--- config.mk ---
export PLATFORM = sky130hd
export DESIGN_NAME = vdta_core
export DESIGN_NICKNAME = d
export VERILOG_FILES = /design/src/vdta_pkg.sv /design/src/vdta_core.sv
export SDC_FILE = /design/constraint.sdc
export NUM_CORES = 1
export LEC_CHECK = 0
export BUFFER_PORTS_ARGS = -buffer_cell sky130_fd_sc_hd__buf_2
export CORE_UTILIZATION = 40
export CTS_BUF_LIST = sky130_fd_sc_hd__clkbuf_4 sky130_fd_sc_hd__clkbuf_8
export CTS_CLUSTER_DIAMETER = 60
export DETAILED_ROUTE_END_ITERATION = 6
export PLACE_DENSITY = 0.65
export SYNTH_ARGS = -nofsm -noshare
export SYNTH_HDL_FRONTEND = slang
export SYNTH_SLANG_ARGS = --single-unit
--- constraint.sdc ---
create_clock -name mclk -period 3.17 [get_ports mclk]
set_clock_uncertainty 0.05 [all_clocks]
set_input_delay 0.634 -clock mclk [delete_from_list [all_inputs] [get_ports mclk]]
set_output_delay 0.634 -clock mclk [all_outputs]
set_load 0.02 [all_outputs]
--- src/vdta_pkg.sv ---
package vdta_pkg;

  // Register indices; byte address is four times the index
  localparam logic [12:0] IDX_VLAN_CMD  = 13'h180B;
  localparam logic [12:0] IDX_VLAN_WR   = 13'h180C;
  localparam logic [12:0] IDX_VLAN_RD   = 13'h180E;
  localparam logic [12:0] IDX_VLAN_STS  = 13'h1810;
  localparam logic [12:0] IDX_DS_CMD    = 13'h1811;
  localparam logic [12:0] IDX_DS_WR     = 13'h1812;
  localparam logic [12:0] IDX_DS_RD     = 13'h1813;
  localparam logic [12:0] IDX_DS_STS    = 13'h1814;
  localparam logic [12:0] IDX_ADMIT     = 13'h1815;
  localparam logic [12:0] IDX_EGR_TYPE  = 13'h1816;

  // Field positions
  localparam int unsigned DS_DIR_BIT    = 7;
  localparam int unsigned VL_DIR_BIT    = 5;
  localparam int unsigned VL_SEL_BIT    = 4;
  localparam int unsigned PEND_BIT      = 0;

  // Values after reset and cycle counts
  localparam logic [31:0] REG_RESET     = 32'h0000_0000;
  localparam logic [1:0]  OP_CYCLES     = 2'h2;
  localparam int unsigned NUM_PORTS     = 3;
  localparam int unsigned VLAN_ENTRIES  = 16;
  localparam int unsigned DS_ENTRIES    = 64;

  // One VLAN table entry, port 2 pair on top
  typedef struct packed {
    logic        member2;
    logic        untag2;
    logic        member1;
    logic        untag1;
    logic        member0;
    logic        untag0;
    logic [11:0] vid;
  } vdta_vlan_entry_t;

  // One default VID entry
  typedef struct packed {
    logic [2:0]  prio;
    logic [11:0] vid;
  } vdta_pvid_entry_t;

  // Frame lookup request from the switch engine
  typedef struct packed {
    logic        valid;
    logic [1:0]  rx_port;
    logic [11:0] vid;
  } vdta_frame_req_t;

endpackage

--- src/vdta_core.sv ---
`timescale 1ns/1ps
module vdta_core
  import vdta_pkg::*;
(
  // Clock and reset
  input  wire logic            mclk,
  input  wire logic            reset,
  // APB slave
  input  wire logic            psel,
  input  wire logic            penable,
  input  wire logic            pwrite,
  input  wire logic [14:0]     paddr,
  input  wire logic [31:0]     pwdata,
  output logic [31:0]          prdata,
  output logic                 pready,
  output logic                 pslverr,
  // Frame VLAN lookup
  input  wire vdta_frame_req_t frame_req,
  output logic                 vid_hit,
  output logic                 admit_frame,
  output logic [2:0]           member_mask,
  output logic [2:0]           strip_mask,
  // Code point to priority lookup
  input  wire logic            code_valid,
  input  wire logic [5:0]      code_point,
  output logic [2:0]           rx_priority
);

  // Pick one port's bit out of a three-bit map; port 3 reads as zero
  function automatic logic port_bit(input logic [2:0] map, input logic [1:0] p);
    port_bit = (p < 2'd3) ? map[p] : 1'b0;
  endfunction

  // Member bits of an entry as a port map
  function automatic logic [2:0] members(input vdta_vlan_entry_t e);
    members = {e.member2, e.member1, e.member0};
  endfunction

  // Untag bits of an entry as a port map
  function automatic logic [2:0] untags(input vdta_vlan_entry_t e);
    untags = {e.untag2, e.untag1, e.untag0};
  endfunction

  logic [31:0]      prdata_reg, prdata_next;
  logic             pready_reg, pready_next;
  logic             pslverr_reg, pslverr_next;
  logic [5:0]       vl_cmd_reg, vl_cmd_next;
  vdta_vlan_entry_t vl_wr_reg, vl_wr_next;
  logic [17:0]      vl_rd_reg, vl_rd_next;
  logic [1:0]       vl_cnt_reg, vl_cnt_next;
  logic [7:0]       ds_cmd_reg, ds_cmd_next;
  logic [2:0]       ds_wr_reg, ds_wr_next;
  logic [2:0]       ds_rd_reg, ds_rd_next;
  logic [1:0]       ds_cnt_reg, ds_cnt_next;
  logic [2:0]       admit_nonmember_reg, admit_nonmember_next;
  logic [2:0]       egress_port_type_reg, egress_port_type_next;
  logic [12:0]      apb_idx;
  logic             take_wr;
  logic             vl_pend, ds_pend, vl_done, ds_done;
  logic [3:0]       vl_idx;
  logic [5:0]       ds_idx;

  // Tables; the code point table is deliberately left unreset
  vdta_vlan_entry_t vlan_mem [VLAN_ENTRIES];
  vdta_pvid_entry_t pvid_mem [NUM_PORTS];
  logic [2:0]       ds_mem   [DS_ENTRIES];

  // Access decode; a write counts only at the edge where pready is seen high
  assign apb_idx = paddr[14:2];
  assign take_wr = psel & penable & pready_reg & pwrite;
  assign vl_pend = (vl_cnt_reg != 2'h0);
  assign ds_pend = (ds_cnt_reg != 2'h0);
  assign vl_done = (vl_cnt_reg == 2'h1);
  assign ds_done = (ds_cnt_reg == 2'h1);
  assign vl_idx  = vl_cmd_reg[3:0];
  assign ds_idx  = ds_cmd_reg[5:0];

  // Bus answer: one wait state, unaligned or unmapped gives an error
  always_comb
  begin
    pready_next  = psel & penable & ~pready_reg;
    pslverr_next = 1'b0;
    prdata_next  = prdata_reg;
    if (pready_next)
    begin
      prdata_next = 32'h0000_0000;
      case (apb_idx)
        IDX_VLAN_CMD: prdata_next = {26'h0, vl_cmd_reg};
        IDX_VLAN_WR:  prdata_next = {14'h0, vl_wr_reg};
        IDX_VLAN_RD:  prdata_next = {14'h0, vl_rd_reg};
        IDX_VLAN_STS: prdata_next = {31'h0, vl_pend};
        IDX_DS_CMD:   prdata_next = {24'h0, ds_cmd_reg};
        IDX_DS_WR:    prdata_next = {29'h0, ds_wr_reg};
        IDX_DS_RD:    prdata_next = {29'h0, ds_rd_reg};
        IDX_DS_STS:   prdata_next = {31'h0, ds_pend};
        IDX_ADMIT:    prdata_next = {29'h0, admit_nonmember_reg};
        IDX_EGR_TYPE: prdata_next = {29'h0, egress_port_type_reg};
        default:      pslverr_next = 1'b1;
      endcase
      if (paddr[1:0] != 2'b00)
        pslverr_next = 1'b1;
    end
  end

  // Software writes and command sequencing
  always_comb
  begin
    vl_cmd_next           = vl_cmd_reg;
    vl_wr_next            = vl_wr_reg;
    ds_cmd_next           = ds_cmd_reg;
    ds_wr_next            = ds_wr_reg;
    admit_nonmember_next  = admit_nonmember_reg;
    egress_port_type_next = egress_port_type_reg;
    vl_cnt_next           = vl_pend ? vl_cnt_reg - 2'h1 : 2'h0;
    ds_cnt_next           = ds_pend ? ds_cnt_reg - 2'h1 : 2'h0;
    if (take_wr && paddr[1:0] == 2'b00)
    begin
      case (apb_idx)
        IDX_VLAN_CMD:
        begin
          vl_cmd_next = pwdata[5:0];
          vl_cnt_next = OP_CYCLES;
        end
        IDX_VLAN_WR:  vl_wr_next = pwdata[17:0];
        IDX_DS_CMD:
        begin
          ds_cmd_next = {pwdata[DS_DIR_BIT], 1'b0, pwdata[5:0]};
          ds_cnt_next = OP_CYCLES;
        end
        IDX_DS_WR:    ds_wr_next = pwdata[2:0];
        IDX_ADMIT:    admit_nonmember_next = pwdata[2:0];
        IDX_EGR_TYPE: egress_port_type_next = pwdata[2:0];
        default:      vl_cmd_next = vl_cmd_reg;
      endcase
    end
  end

  // Read results land on the last pending cycle
  always_comb
  begin
    vl_rd_next = vl_rd_reg;
    ds_rd_next = ds_rd_reg;
    if (vl_done && vl_cmd_reg[VL_DIR_BIT])
    begin
      if (vl_cmd_reg[VL_SEL_BIT])
        vl_rd_next = (vl_idx < 4'd3) ? {3'h0, pvid_mem[vl_idx[1:0]]} : 18'h0;
      else
        vl_rd_next = vlan_mem[vl_idx];
    end
    if (ds_done && ds_cmd_reg[DS_DIR_BIT])
      ds_rd_next = ds_mem[ds_idx];
  end

  // Control and status registers
  always_ff @(posedge mclk)
  begin
    if (reset)
    begin
      prdata_reg           <= REG_RESET;
      pready_reg           <= 1'b0;
      pslverr_reg          <= 1'b0;
      vl_cmd_reg           <= REG_RESET[5:0];
      vl_wr_reg            <= REG_RESET[17:0];
      vl_rd_reg            <= REG_RESET[17:0];
      vl_cnt_reg           <= REG_RESET[1:0];
      ds_cmd_reg           <= REG_RESET[7:0];
      ds_wr_reg            <= REG_RESET[2:0];
      ds_rd_reg            <= REG_RESET[2:0];
      ds_cnt_reg           <= REG_RESET[1:0];
      admit_nonmember_reg  <= REG_RESET[2:0];
      egress_port_type_reg <= REG_RESET[2:0];
    end
    else
    begin
      prdata_reg           <= prdata_next;
      pready_reg           <= pready_next;
      pslverr_reg          <= pslverr_next;
      vl_cmd_reg           <= vl_cmd_next;
      vl_wr_reg            <= vl_wr_next;
      vl_rd_reg            <= vl_rd_next;
      vl_cnt_reg           <= vl_cnt_next;
      ds_cmd_reg           <= ds_cmd_next;
      ds_wr_reg            <= ds_wr_next;
      ds_rd_reg            <= ds_rd_next;
      ds_cnt_reg           <= ds_cnt_next;
      admit_nonmember_reg  <= admit_nonmember_next;
      egress_port_type_reg <= egress_port_type_next;
    end
  end

  // VLAN and default VID tables clear at reset, entries default to zero
  always_ff @(posedge mclk)
  begin
    if (reset)
    begin
      for (int i = 0; i < VLAN_ENTRIES; i++)
        vlan_mem[i] <= '0;
      for (int i = 0; i < NUM_PORTS; i++)
        pvid_mem[i] <= '0;
    end
    else if (vl_done && !vl_cmd_reg[VL_DIR_BIT])
    begin
      if (!vl_cmd_reg[VL_SEL_BIT])
        vlan_mem[vl_idx] <= vl_wr_reg;
      else if (vl_idx < 4'd3)
        pvid_mem[vl_idx[1:0]] <= vl_wr_reg[14:0];
    end
  end

  // Code point table has no reset, software must fill it
  always_ff @(posedge mclk)
  begin
    if (ds_done && !ds_cmd_reg[DS_DIR_BIT])
      ds_mem[ds_idx] <= ds_wr_reg;
  end

  // VID search, lowest matching entry wins
  logic             lk_hit;
  vdta_vlan_entry_t lk_ent;
  logic [2:0]       exp_prio;
  always_comb
  begin
    lk_hit = 1'b0;
    lk_ent = '0;
    for (int i = VLAN_ENTRIES - 1; i >= 0; i--)
    begin
      if (vlan_mem[i].vid == frame_req.vid)
      begin
        lk_hit = 1'b1;
        lk_ent = vlan_mem[i];
      end
    end
  end
  assign exp_prio = ds_mem[code_point];

  // Frame verdicts, registered so every output leaves a flop
  logic       hit_reg, hit_next;
  logic       admit_reg, admit_next;
  logic [2:0] mem_reg, mem_next;
  logic [2:0] strip_reg, strip_next;
  logic [2:0] prio_reg, prio_next;
  always_comb
  begin
    hit_next   = hit_reg;
    admit_next = admit_reg;
    mem_next   = mem_reg;
    strip_next = strip_reg;
    prio_next  = code_valid ? exp_prio : prio_reg;
    if (frame_req.valid)
    begin
      hit_next   = lk_hit;
      mem_next   = lk_hit ? members(lk_ent) : 3'h0;
      admit_next = port_bit(mem_next, frame_req.rx_port)
                 | port_bit(admit_nonmember_reg, frame_req.rx_port);
      // Only hybrid ports strip, and only when the ingress port untags
      strip_next = port_bit(untags(lk_ent), frame_req.rx_port) && lk_hit
                 ? (egress_port_type_reg & mem_next) : 3'h0;
    end
  end

  always_ff @(posedge mclk)
  begin
    if (reset)
    begin
      hit_reg   <= 1'b0;
      admit_reg <= 1'b0;
      mem_reg   <= 3'h0;
      strip_reg <= 3'h0;
      prio_reg  <= 3'h0;
    end
    else
    begin
      hit_reg   <= hit_next;
      admit_reg <= admit_next;
      mem_reg   <= mem_next;
      strip_reg <= strip_next;
      prio_reg  <= prio_next;
    end
  end

  // Outputs straight from flops
  assign prdata      = prdata_reg;
  assign pready      = pready_reg;
  assign pslverr     = pslverr_reg;
  assign vid_hit     = hit_reg;
  assign admit_frame = admit_reg;
  assign member_mask = mem_reg;
  assign strip_mask  = strip_reg;
  assign rx_priority = prio_reg;
endmodule // vdta_core

==> summary by stage, run 1 <==
Outcome
The run finished with clean final reports.

Route
After detailed routing, the number of vias per cell comes to approximately 5.9. The number of iterations in the first detailed-routing pass is 6. Dividing the detail-routed wire length by the instance count gives around 26 um. The count of nets left with antenna violations once routing finished came out at 0. In the routed design, unresolved DRC markers number 0. The first routing iteration left 2461 violations. The final layout contains routed wiring with a total length of a little under 100000 um. The number of vias in the routed layout is between 20000 and 25000.

Timing
Of the available clock period, the critical path in the final layout requires 0.971. For the pin with the worst max-slew slack, the measured transition is ~1.2 ns. The final number of hold-violating endpoints is 0. Setup violations remaining at the end of the flow were counted as 0. The max-slew headroom at the worst pin is 0.193. The clock period minus final worst setup slack is between 3 and 4 ns.

The achievable clock frequency is about 0.32 GHz. The count of pins over their slew limit is 0.

Synthesis
The top flip-flop cell by instance count after synthesis is edfxtp_1. Among all cell types in the netlist, the one instantiated most often is edfxtp_1. The cell area that synthesis handed to floorplanning was between 30000 and 40000 um^2. The mean instance size in the synthesized netlist is around 13 um^2. The fraction of synthesis flops using an asynchronous set or reset pin is 0. Of the post-synthesis cell area, the dominant cell type holds 0.503. The share of the Yosys chip area taken by registers is 0.565.

By area the synthesized netlist is led by edfxtp_1, mux4_2, and2_1. The count of synthesis-stage warnings from yosys is 0. Of all cell types, the one taking the most synthesized area is edfxtp_1. Synthesis inferred 640 register bits. The number of library cell types mapped by synthesis is just under 90.

By count the netlist is led by edfxtp_1, and2_1, nor2_1, mux4_2, clkbuf_1. The number of synthesized flops with an enable pin is 540. In the synthesized netlist, the number of instances is between 2000 and 2500.

Critical path
The delay of the slowest cell on the worst path is slightly above 0.4 ns. The critical-path cell with the highest stage delay is edfxtp_1. The critical setup path kind is flop to flop. The category of the worst setup path capture point is a flop. The worst setup path is launched from a flop. STA puts the critical path data arrival time at approximately 3.6 ns. In this run the worst path has a maximum fanout of 4.

The required time at the endpoint of the critical path is ~3.7 ns. The depth of the worst register-to-register path is 12. The destination of the worst register-to-register timing path is member_mask[1]. The slack of the worst reg-to-reg path is roughly 0.093 ns. Walking the worst path, the cells encountered are xnor2_1 > nand4_1 > nor3_1 > buf_4 > or2b_1 > o311ai_1 > a211oi_1 > buf_4 > o211ai_1 > a21boi_1 > buf_4 > a211oi_1. The most prevalent standard cell on the critical path is buf_4. The startpoint of the worst-slack reg-to-reg timing path is vlan_mem[13][10].

Global route
The most utilized layer in the global route result is met2. For this run, global-route usage on met1 was measured as 0.313. The number of global-route vias before repair is about 22000. In the global route stage, met3 resource usage came out at 0.0414. The number of antenna violations at the first check in global routing is 9. The first global-routing pass estimated 145000 um of wire. For this run, global-route usage on met2 was measured as 0.392. The largest net degree at the start of global routing is around 110. Across every metal layer, demand over resource in global routing totals 0.239. The overflow left after global routing is 0.

Die
The area enclosed by the die boundary is between 80000 and 90000 um^2. The placeable core region is between 70000 and 80000 um^2. The floorplan step set the die height to roughly 290 um. The I/O pin count is 119. The initial utilization of the core area, before any placement, comes to 0.406. Measured along the x axis, the die boundary spans between 200 and 300 um. The number of core rows is 103.

Pwr
The analysis attributes to cell leakage a power of 12.1 nW. The share of total power dissipated in combinational logic is 0.056. The relative contribution of sequential cells to total power is 0.523. Of the total power, the share spent switching nets is 0.233. The clock group share of total power is 0.421. Overall power consumption after layout is estimated at roughly 18 mW. Power spread over the standard cell area amounts to approximately 490 nW/um^2. The switching power total is ~4.2 mW. Internal power comes to ~14 mW. Across the VDD grid, the largest voltage drop is 373 uV.

Placement
The congestion estimate from routability-driven global placement came to approximately 0.94. Including well taps, the total number of placed cells is 3551. The count of port buffers added during placement is 90. Once detailed placement completed, the half-perimeter wirelength came to roughly 69000 um.

Worst hold path
The endpoint of the worst hold-timing path is vl_wr_reg[17]. The path class of the tightest hold or removal check is primary input to flop. The launch instance of the worst min-delay path is pwdata[17].

The worst hold path was traced through 3 stages.

Clocking
The clock-pin slew on the worst setup and hold paths is around 0.06 ns. CTS placed an instance of clkbuf_8 at the clock tree root. The number of clock sinks is 640. The cts-stage hold buffer count is 0. At the later pin of the worst-skew pair, clock insertion delay measures ~0.74 ns. The clock passes through at most 3 buffers. The H-tree was split into 3 levels.

Clock tree synthesis inserted a total of approximately 100 buffers. TritonCTS built the clock tree.

Cells and area
The register with the most flip-flops in the final layout is vlan_mem. The number of fill cells in the layout is ~7000. The number of non-filler instances in the completed layout is about 3800. In the final layout, the registers with the most flip-flops are vlan_mem: 288 flops, ds_mem: 192 flops, pvid_mem: 60 flops. In the final layout, the share of cells above drive strength 1 is 0.265. The net count of the finished layout is 2681. The register with the most flip-flops in the layout has roughly 290 of them. The synthesis-to-finish area growth is 15.4%.

Run
The tool flagged a number of max-cap violations equal to 0.
[final cells by class]
type	count	area, um^2	share of cell area
Clock inverter	45	392	0.0105
Timing Repair Buffer	283	2280	0.0613
Tap cell	1050	1310	0.0353
Sequential cell	640	18200	0.490
Antenna cell	5	12.5	0.000337
Inverter	20	75.1	0.00202
Multi-Input combinational cell	1559	13100	0.351
Clock buffer	150	1830	0.0491
[power by group through the flow]
| stage | clock [mW] | combinational (mW) | sequential (mW) |
|---|---|---|---|
| floorplan | 0 | 0.644 | 9.60 |
| global placement | 0 | 0.998 | 9.64 |
| detailed placement | 0 | 1.01 | 9.65 |
| CTS | 7.71 | 1.01 | 9.47 |
| global route | 8.06 | 1.07 | 9.49 |
| finish | 7.62 | 1.02 | 9.48 |
[worst max-delay path: cells and delay by family, from the launching register on]
kind | cells | cell delay [ns]
XOR/XNOR | 1 | 0.28
buffers and inverters | 3 | 0.51
flip-flops | 1 | 0.41
AND/OR/NAND/NOR | 3 | 0.80
AO/OA/AOI/OAI | 5 | 0.86
[per-layer routing]
layer | up-vias | routed length, um
met5 | - | 77
met4 | 12 | 4160
met3 | 236 | 8380
met2 | 1128 | 47500
met1 | 11100 | 38400
li1 | 9480 | -
[worst max path at each step]
| stage | start | end | slack [ns] | cells after the start |
|---|---|---|---|---|
| final | vlan_mem[13][10] | member_mask[1] | 0.09 | 12 |
| after floorplan | code_point[0] | rx_priority[0] | 0.26 | 7 |
| after global routing | vlan_mem[10][6] | member_mask[1] | -0.05 | 12 |
| after detailed placement | frame_req[4] | member_mask[1] | -0.32 | 13 |
| after CTS | vlan_mem[14][4] | member_mask[1] | 0.006 | 12 |
| after global placement | frame_req[4] | member_mask[1] | -0.40 | 14 |
[cells by family (layout without fill, tap and decap cells)]
family | Yosys count | after routing | share of synthesized area
AOI/OAI and AO/OA | 290 | 290 | 0.0690
buffers and inverters | 221 | 498 | 0.0342
and+or+nand+nor | 849 | 849 | 0.151
DFF | 640 | 640 | 0.565
muxes | 199 | 199 | 0.127
xor gates and xnor gates | 192 | 192 | 0.0529
other | 1 | 34 | 0.000116
[layout by cell type, fill, tap and decap left out, drive strengths merged, types with 20 or more instances in the layout]
master,netlist,final
buf,76,283
mux2i,29,29
clkbuf,125,150
xor2,72,72
inv,19,24
xnor2,120,120
nand2,80,80
nor4,31,31
a22oi,80,80
or2,23,23
nor2,183,183
and2,336,336
dfxtp,100,100
nand4,54,54
edfxtp,540,540
clkinv,1,34
mux4,169,169
nor3,57,57
conb,1,29
o21ai,20,20
a221oi,47,47
a21oi,39,39
[stage by stage]
step	area (um^2)	setup slack, ns	setup TNS (ns)	hold slack [ns]	util
floorplan	32300	0.261	0	0.388	-
global placement	34900	-0.396	-2.00	0.404	0.440
detailed placement	34900	-0.325	-1.89	0.405	0.440
CTS	37100	0.00578	0	0.0845	0.468
global route	37200	-0.0522	-0.0679	0.108	0.468
finish	37200	0.0931	0	0.123	0.468
[timing repair]
action | in CTS | in global routing
endpoints found under the setup margin | 0 | 6
setup buffers | 0 | 1
gates resized for setup | 0 | 3
No activity file was read; power rests on OpenSTA's default activity.
==> run 2, diff against run 1 <==
--- a/config.mk
+++ b/config.mk
@@ -10,6 +10,7 @@
 export CTS_BUF_LIST = sky130_fd_sc_hd__clkbuf_4 sky130_fd_sc_hd__clkbuf_8
 export CTS_CLUSTER_DIAMETER = 60
 export DETAILED_ROUTE_END_ITERATION = 6
+export MAX_ROUTING_LAYER = met4
 export PLACE_DENSITY = 0.65
 export SYNTH_ARGS = -nofsm -noshare
 export SYNTH_HDL_FRONTEND = slang
==> constraint.sdc (replaced) <==
create_clock -name mclk -period 3.17 [get_ports mclk]
set_clock_uncertainty 0.05 [all_clocks]
set_input_delay 0.4755 -clock mclk [delete_from_list [all_inputs] [get_ports mclk]]
set_output_delay 0.4755 -clock mclk [all_outputs]
set_load 0.02 [all_outputs]
==> summary by stage, run 2 (synthesis results as in run 1) <==
Outcome
The flow ran to the end, but the final reports show violations. The final reports fail on design-rule violations.

Global route
For met2 alone, demand over resource in global routing was 0.403. The largest net degree at the start of global routing is between 70 and 80. The first global-routing pass estimated ~150000 um of wire.

For met3 alone, demand over resource in global routing was 0.0415. The number of global-route vias before repair came to 21900. The layer flagged by global routing as most heavily used is met2.

The overflow left after global routing is 0. The number of antenna violations at the first check in global routing came to 7. For this run, global-route usage on met1 was measured as 0.322.

Across every metal layer, demand over resource in global routing totals 0.251.

Clocking
After clock tree synthesis, the clock-pin slew on the worst setup and hold paths is ~0.070 ns. The H-tree depth is 3. The number of buffers created by CTS is just over 100.

The total setup buffers inserted after CTS is 0. The clock reaches the later pin of the worst-skew pair after 0.74 ns. The number of buffers between clock root and the deepest sink is 3. The root buffer cell is clkbuf_8. The CTS tree is done. The number of clock sinks is 640.

Die
The die span in x is 286 um. The vertical die dimension is between 200 and 300 um. The initial utilization of the core area, before any placement, comes to 0.406. The placeable core region is 79400 um^2. The floorplan step defined a die boundary enclosing 81700 um^2. During I/O placement, the number of pins put on the boundary was roughly 120. After floorplanning, the core was divided into approximately 100 placement rows.

Critical path
Of all nets on the critical path, the largest fanout is 2. The worst register-to-register path ends at strip_mask[1]. The signal on the critical path passes through xor2_1 > nor4_1 > buf_4 > nand3_1 > or3_1 > a221oi_1 > a211oi_1 > buf_4 > o211ai_1 > a21boi_2 > buf_4 > o31ai_2. The worst register-to-register path has a depth of 12.

The slack of the worst reg-to-reg path is 0.13 ns. The most prevalent standard cell on the critical path is buf_4. STA puts the critical path data required time at roughly 3.7 ns.

The critical setup path kind is flop to flop. The category of the worst setup path capture point is a flop. The startpoint of the worst-slack reg-to-reg timing path is vlan_mem[10][6]. The category of the worst setup path launch point is a flop. The worst path arrival time is 3.57 ns. On the worst path, the slowest cell contributes a delay of approximately 0.4 ns.

Among all stages on the critical path, the largest delay is contributed by edfxtp_1.

Cells and area
The number of non-filler instances in the completed layout is around 3800. The share of final-layout standard cells stronger than drive strength 1 is 0.263. The top cell types in the final layout, fill and taps aside, are edfxtp_1, and2_1, nor2_1. The leading cell type in the layout, fill and taps excluded is edfxtp_1. The largest registers in the layout are vlan_mem: 288 flops, ds_mem: 192 flops, pvid_mem: 60 flops.

The synthesis-to-finish area growth is 15.9%. The net count of the finished layout is 2704. The design area is around 37000 um^2. The flip-flop count of the largest register, all copies and words added is approximately 290.

More flip-flops sit in one register than any other, and that register is vlan_mem. The final cell utilization of the core is 0.470.

Worst hold path
The launch instance of the worst min-delay path is pwdata[3]. The endpoint of the worst hold-timing path is vl_wr_reg[3]. In this run the worst hold path is classified as primary input to flop. The worst hold path was traced through 3 stages.

Placement
During placement, the flow inserted port buffers numbering 90. The placer congestion estimate is between 0.9 and 1. Counting tap cells, the placed design contains a total of approximately 3600 instances. Before CTS, the worst setup slack after placement is -0.250 ns.

The standard cell area after detailed placement is 34900 um^2. Summed over all nets, the half-perimeter wirelength after detailed placement is 70400 um.

Timing
Final hold analysis gives a worst-case slack of about 0.070 ns. In the finished design, the share of the clock period the worst path needs comes to 0.959. The clock period could shrink to 3.04 ns. The setup violation total in the final timing report is 0. The achievable clock frequency is ~0.33 GHz. For the final routed database, the setup TNS stands at 0 ns. The max-slew headroom at the worst pin is 0.189. In the post-route analysis, the smallest setup slack over all paths is around 0.13 ns. The count of pins over their slew limit is 0. The final number of hold-violating endpoints is 0. The pin slew with the least headroom to its limit is between 1 and 1.5 ns. Setup repair after global routing could not meet its margin everywhere.

Pwr
VDD sags by at most approximately 340 uV. In this run the static leakage power is ~12 nW. The final total power is 18.1 mW. The total power divided by cell area is ~480 nW/um^2.

Route
The number of iterations in the first detailed-routing pass is 7. For this block, the via count after detailed routing is approximately 22000. After detailed routing, the average wire length per cell comes to between 20 and 30 um. Using the TritonRoute via totals, the vias-per-cell ratio works out to between 5 and 6. In this run the remaining antenna-violating nets after routing total 0. The total wirelength of the detailed-routed design is roughly 100000 um.

The initial detailed-routing violation count is 2488. The number of remaining DRC errors is 1.

Run
The number of max-capacitance violations reported is 0.
run 2: cell types whose count changed in the layout (fill, tap and decap cells not counted), sizes merged:
| cell | change |
|---|---|
| clkinv | +10 |
| diode | +3 |
| buf | +3 |
| inv | -1 |
| dlygate4sd3 | +20 |
| clkbuf | -10 |
run 2: worst max-delay path by stage:
stage,startpoint,end,slack [ns]
global route,vlan_mem[15][2],admit_frame,-0.01
global placement,frame_req[4],admit_frame,-0.26
detailed placement,frame_req[2],member_mask[1],-0.25
CTS,vlan_mem[14][4],admit_frame,0.001
floorplan,code_point[0],rx_priority[0],0.42
finish,vlan_mem[10][6],strip_mask[1],0.13
run 2: layer usage:
layer	vias up	share of wire
met1	11200	0.40
met3	198	0.083
li1	9529	-
met4	0	0.035
met2	1176	0.49
met5	-	0
run 2: area by class of cell:
cell class / count / area [um^2]
sequential: 640 / 18200
clock buffer: 140 / 1730
inverter: 20 / 75.1
clock inverter: 54 / 457
multi-input combinational: 1559 / 13100
antenna: 8 / 20.0
tap: 1050 / 1310
timing repair buffer: 306 / 2440
fill: 7068 / 42000
run 2: what timing repair did:
| item | CTS | global route |
|---|---|---|
| hold buffers | 20 | 0 |
| gates resized for setup | 0 | 7 |
| hold endpoints to repair | 26 | 0 |
| endpoints found under the setup margin | 0 | 6 |
run 2: power by group:
group / total (mW) / internal [mW] / switching, mW
sequential: 9.49 / 9.31 / 0.178
combinational: 1.03 / 0.437 / 0.597
clock: 7.54 / 4.02 / 3.51
total: 18.1 / 13.8 / 4.29
run 2: critical path, delay by kind of cell (launching register included):
| family | cells | cell delay, ns |
|---|---|---|
| and+or+nand+nor | 3 | 0.78 |
| xor gates and xnor gates | 1 | 0.18 |
| DFF | 1 | 0.41 |
| buffers and inverters | 3 | 0.50 |
| AOI/OAI and AO/OA | 5 | 0.97 |
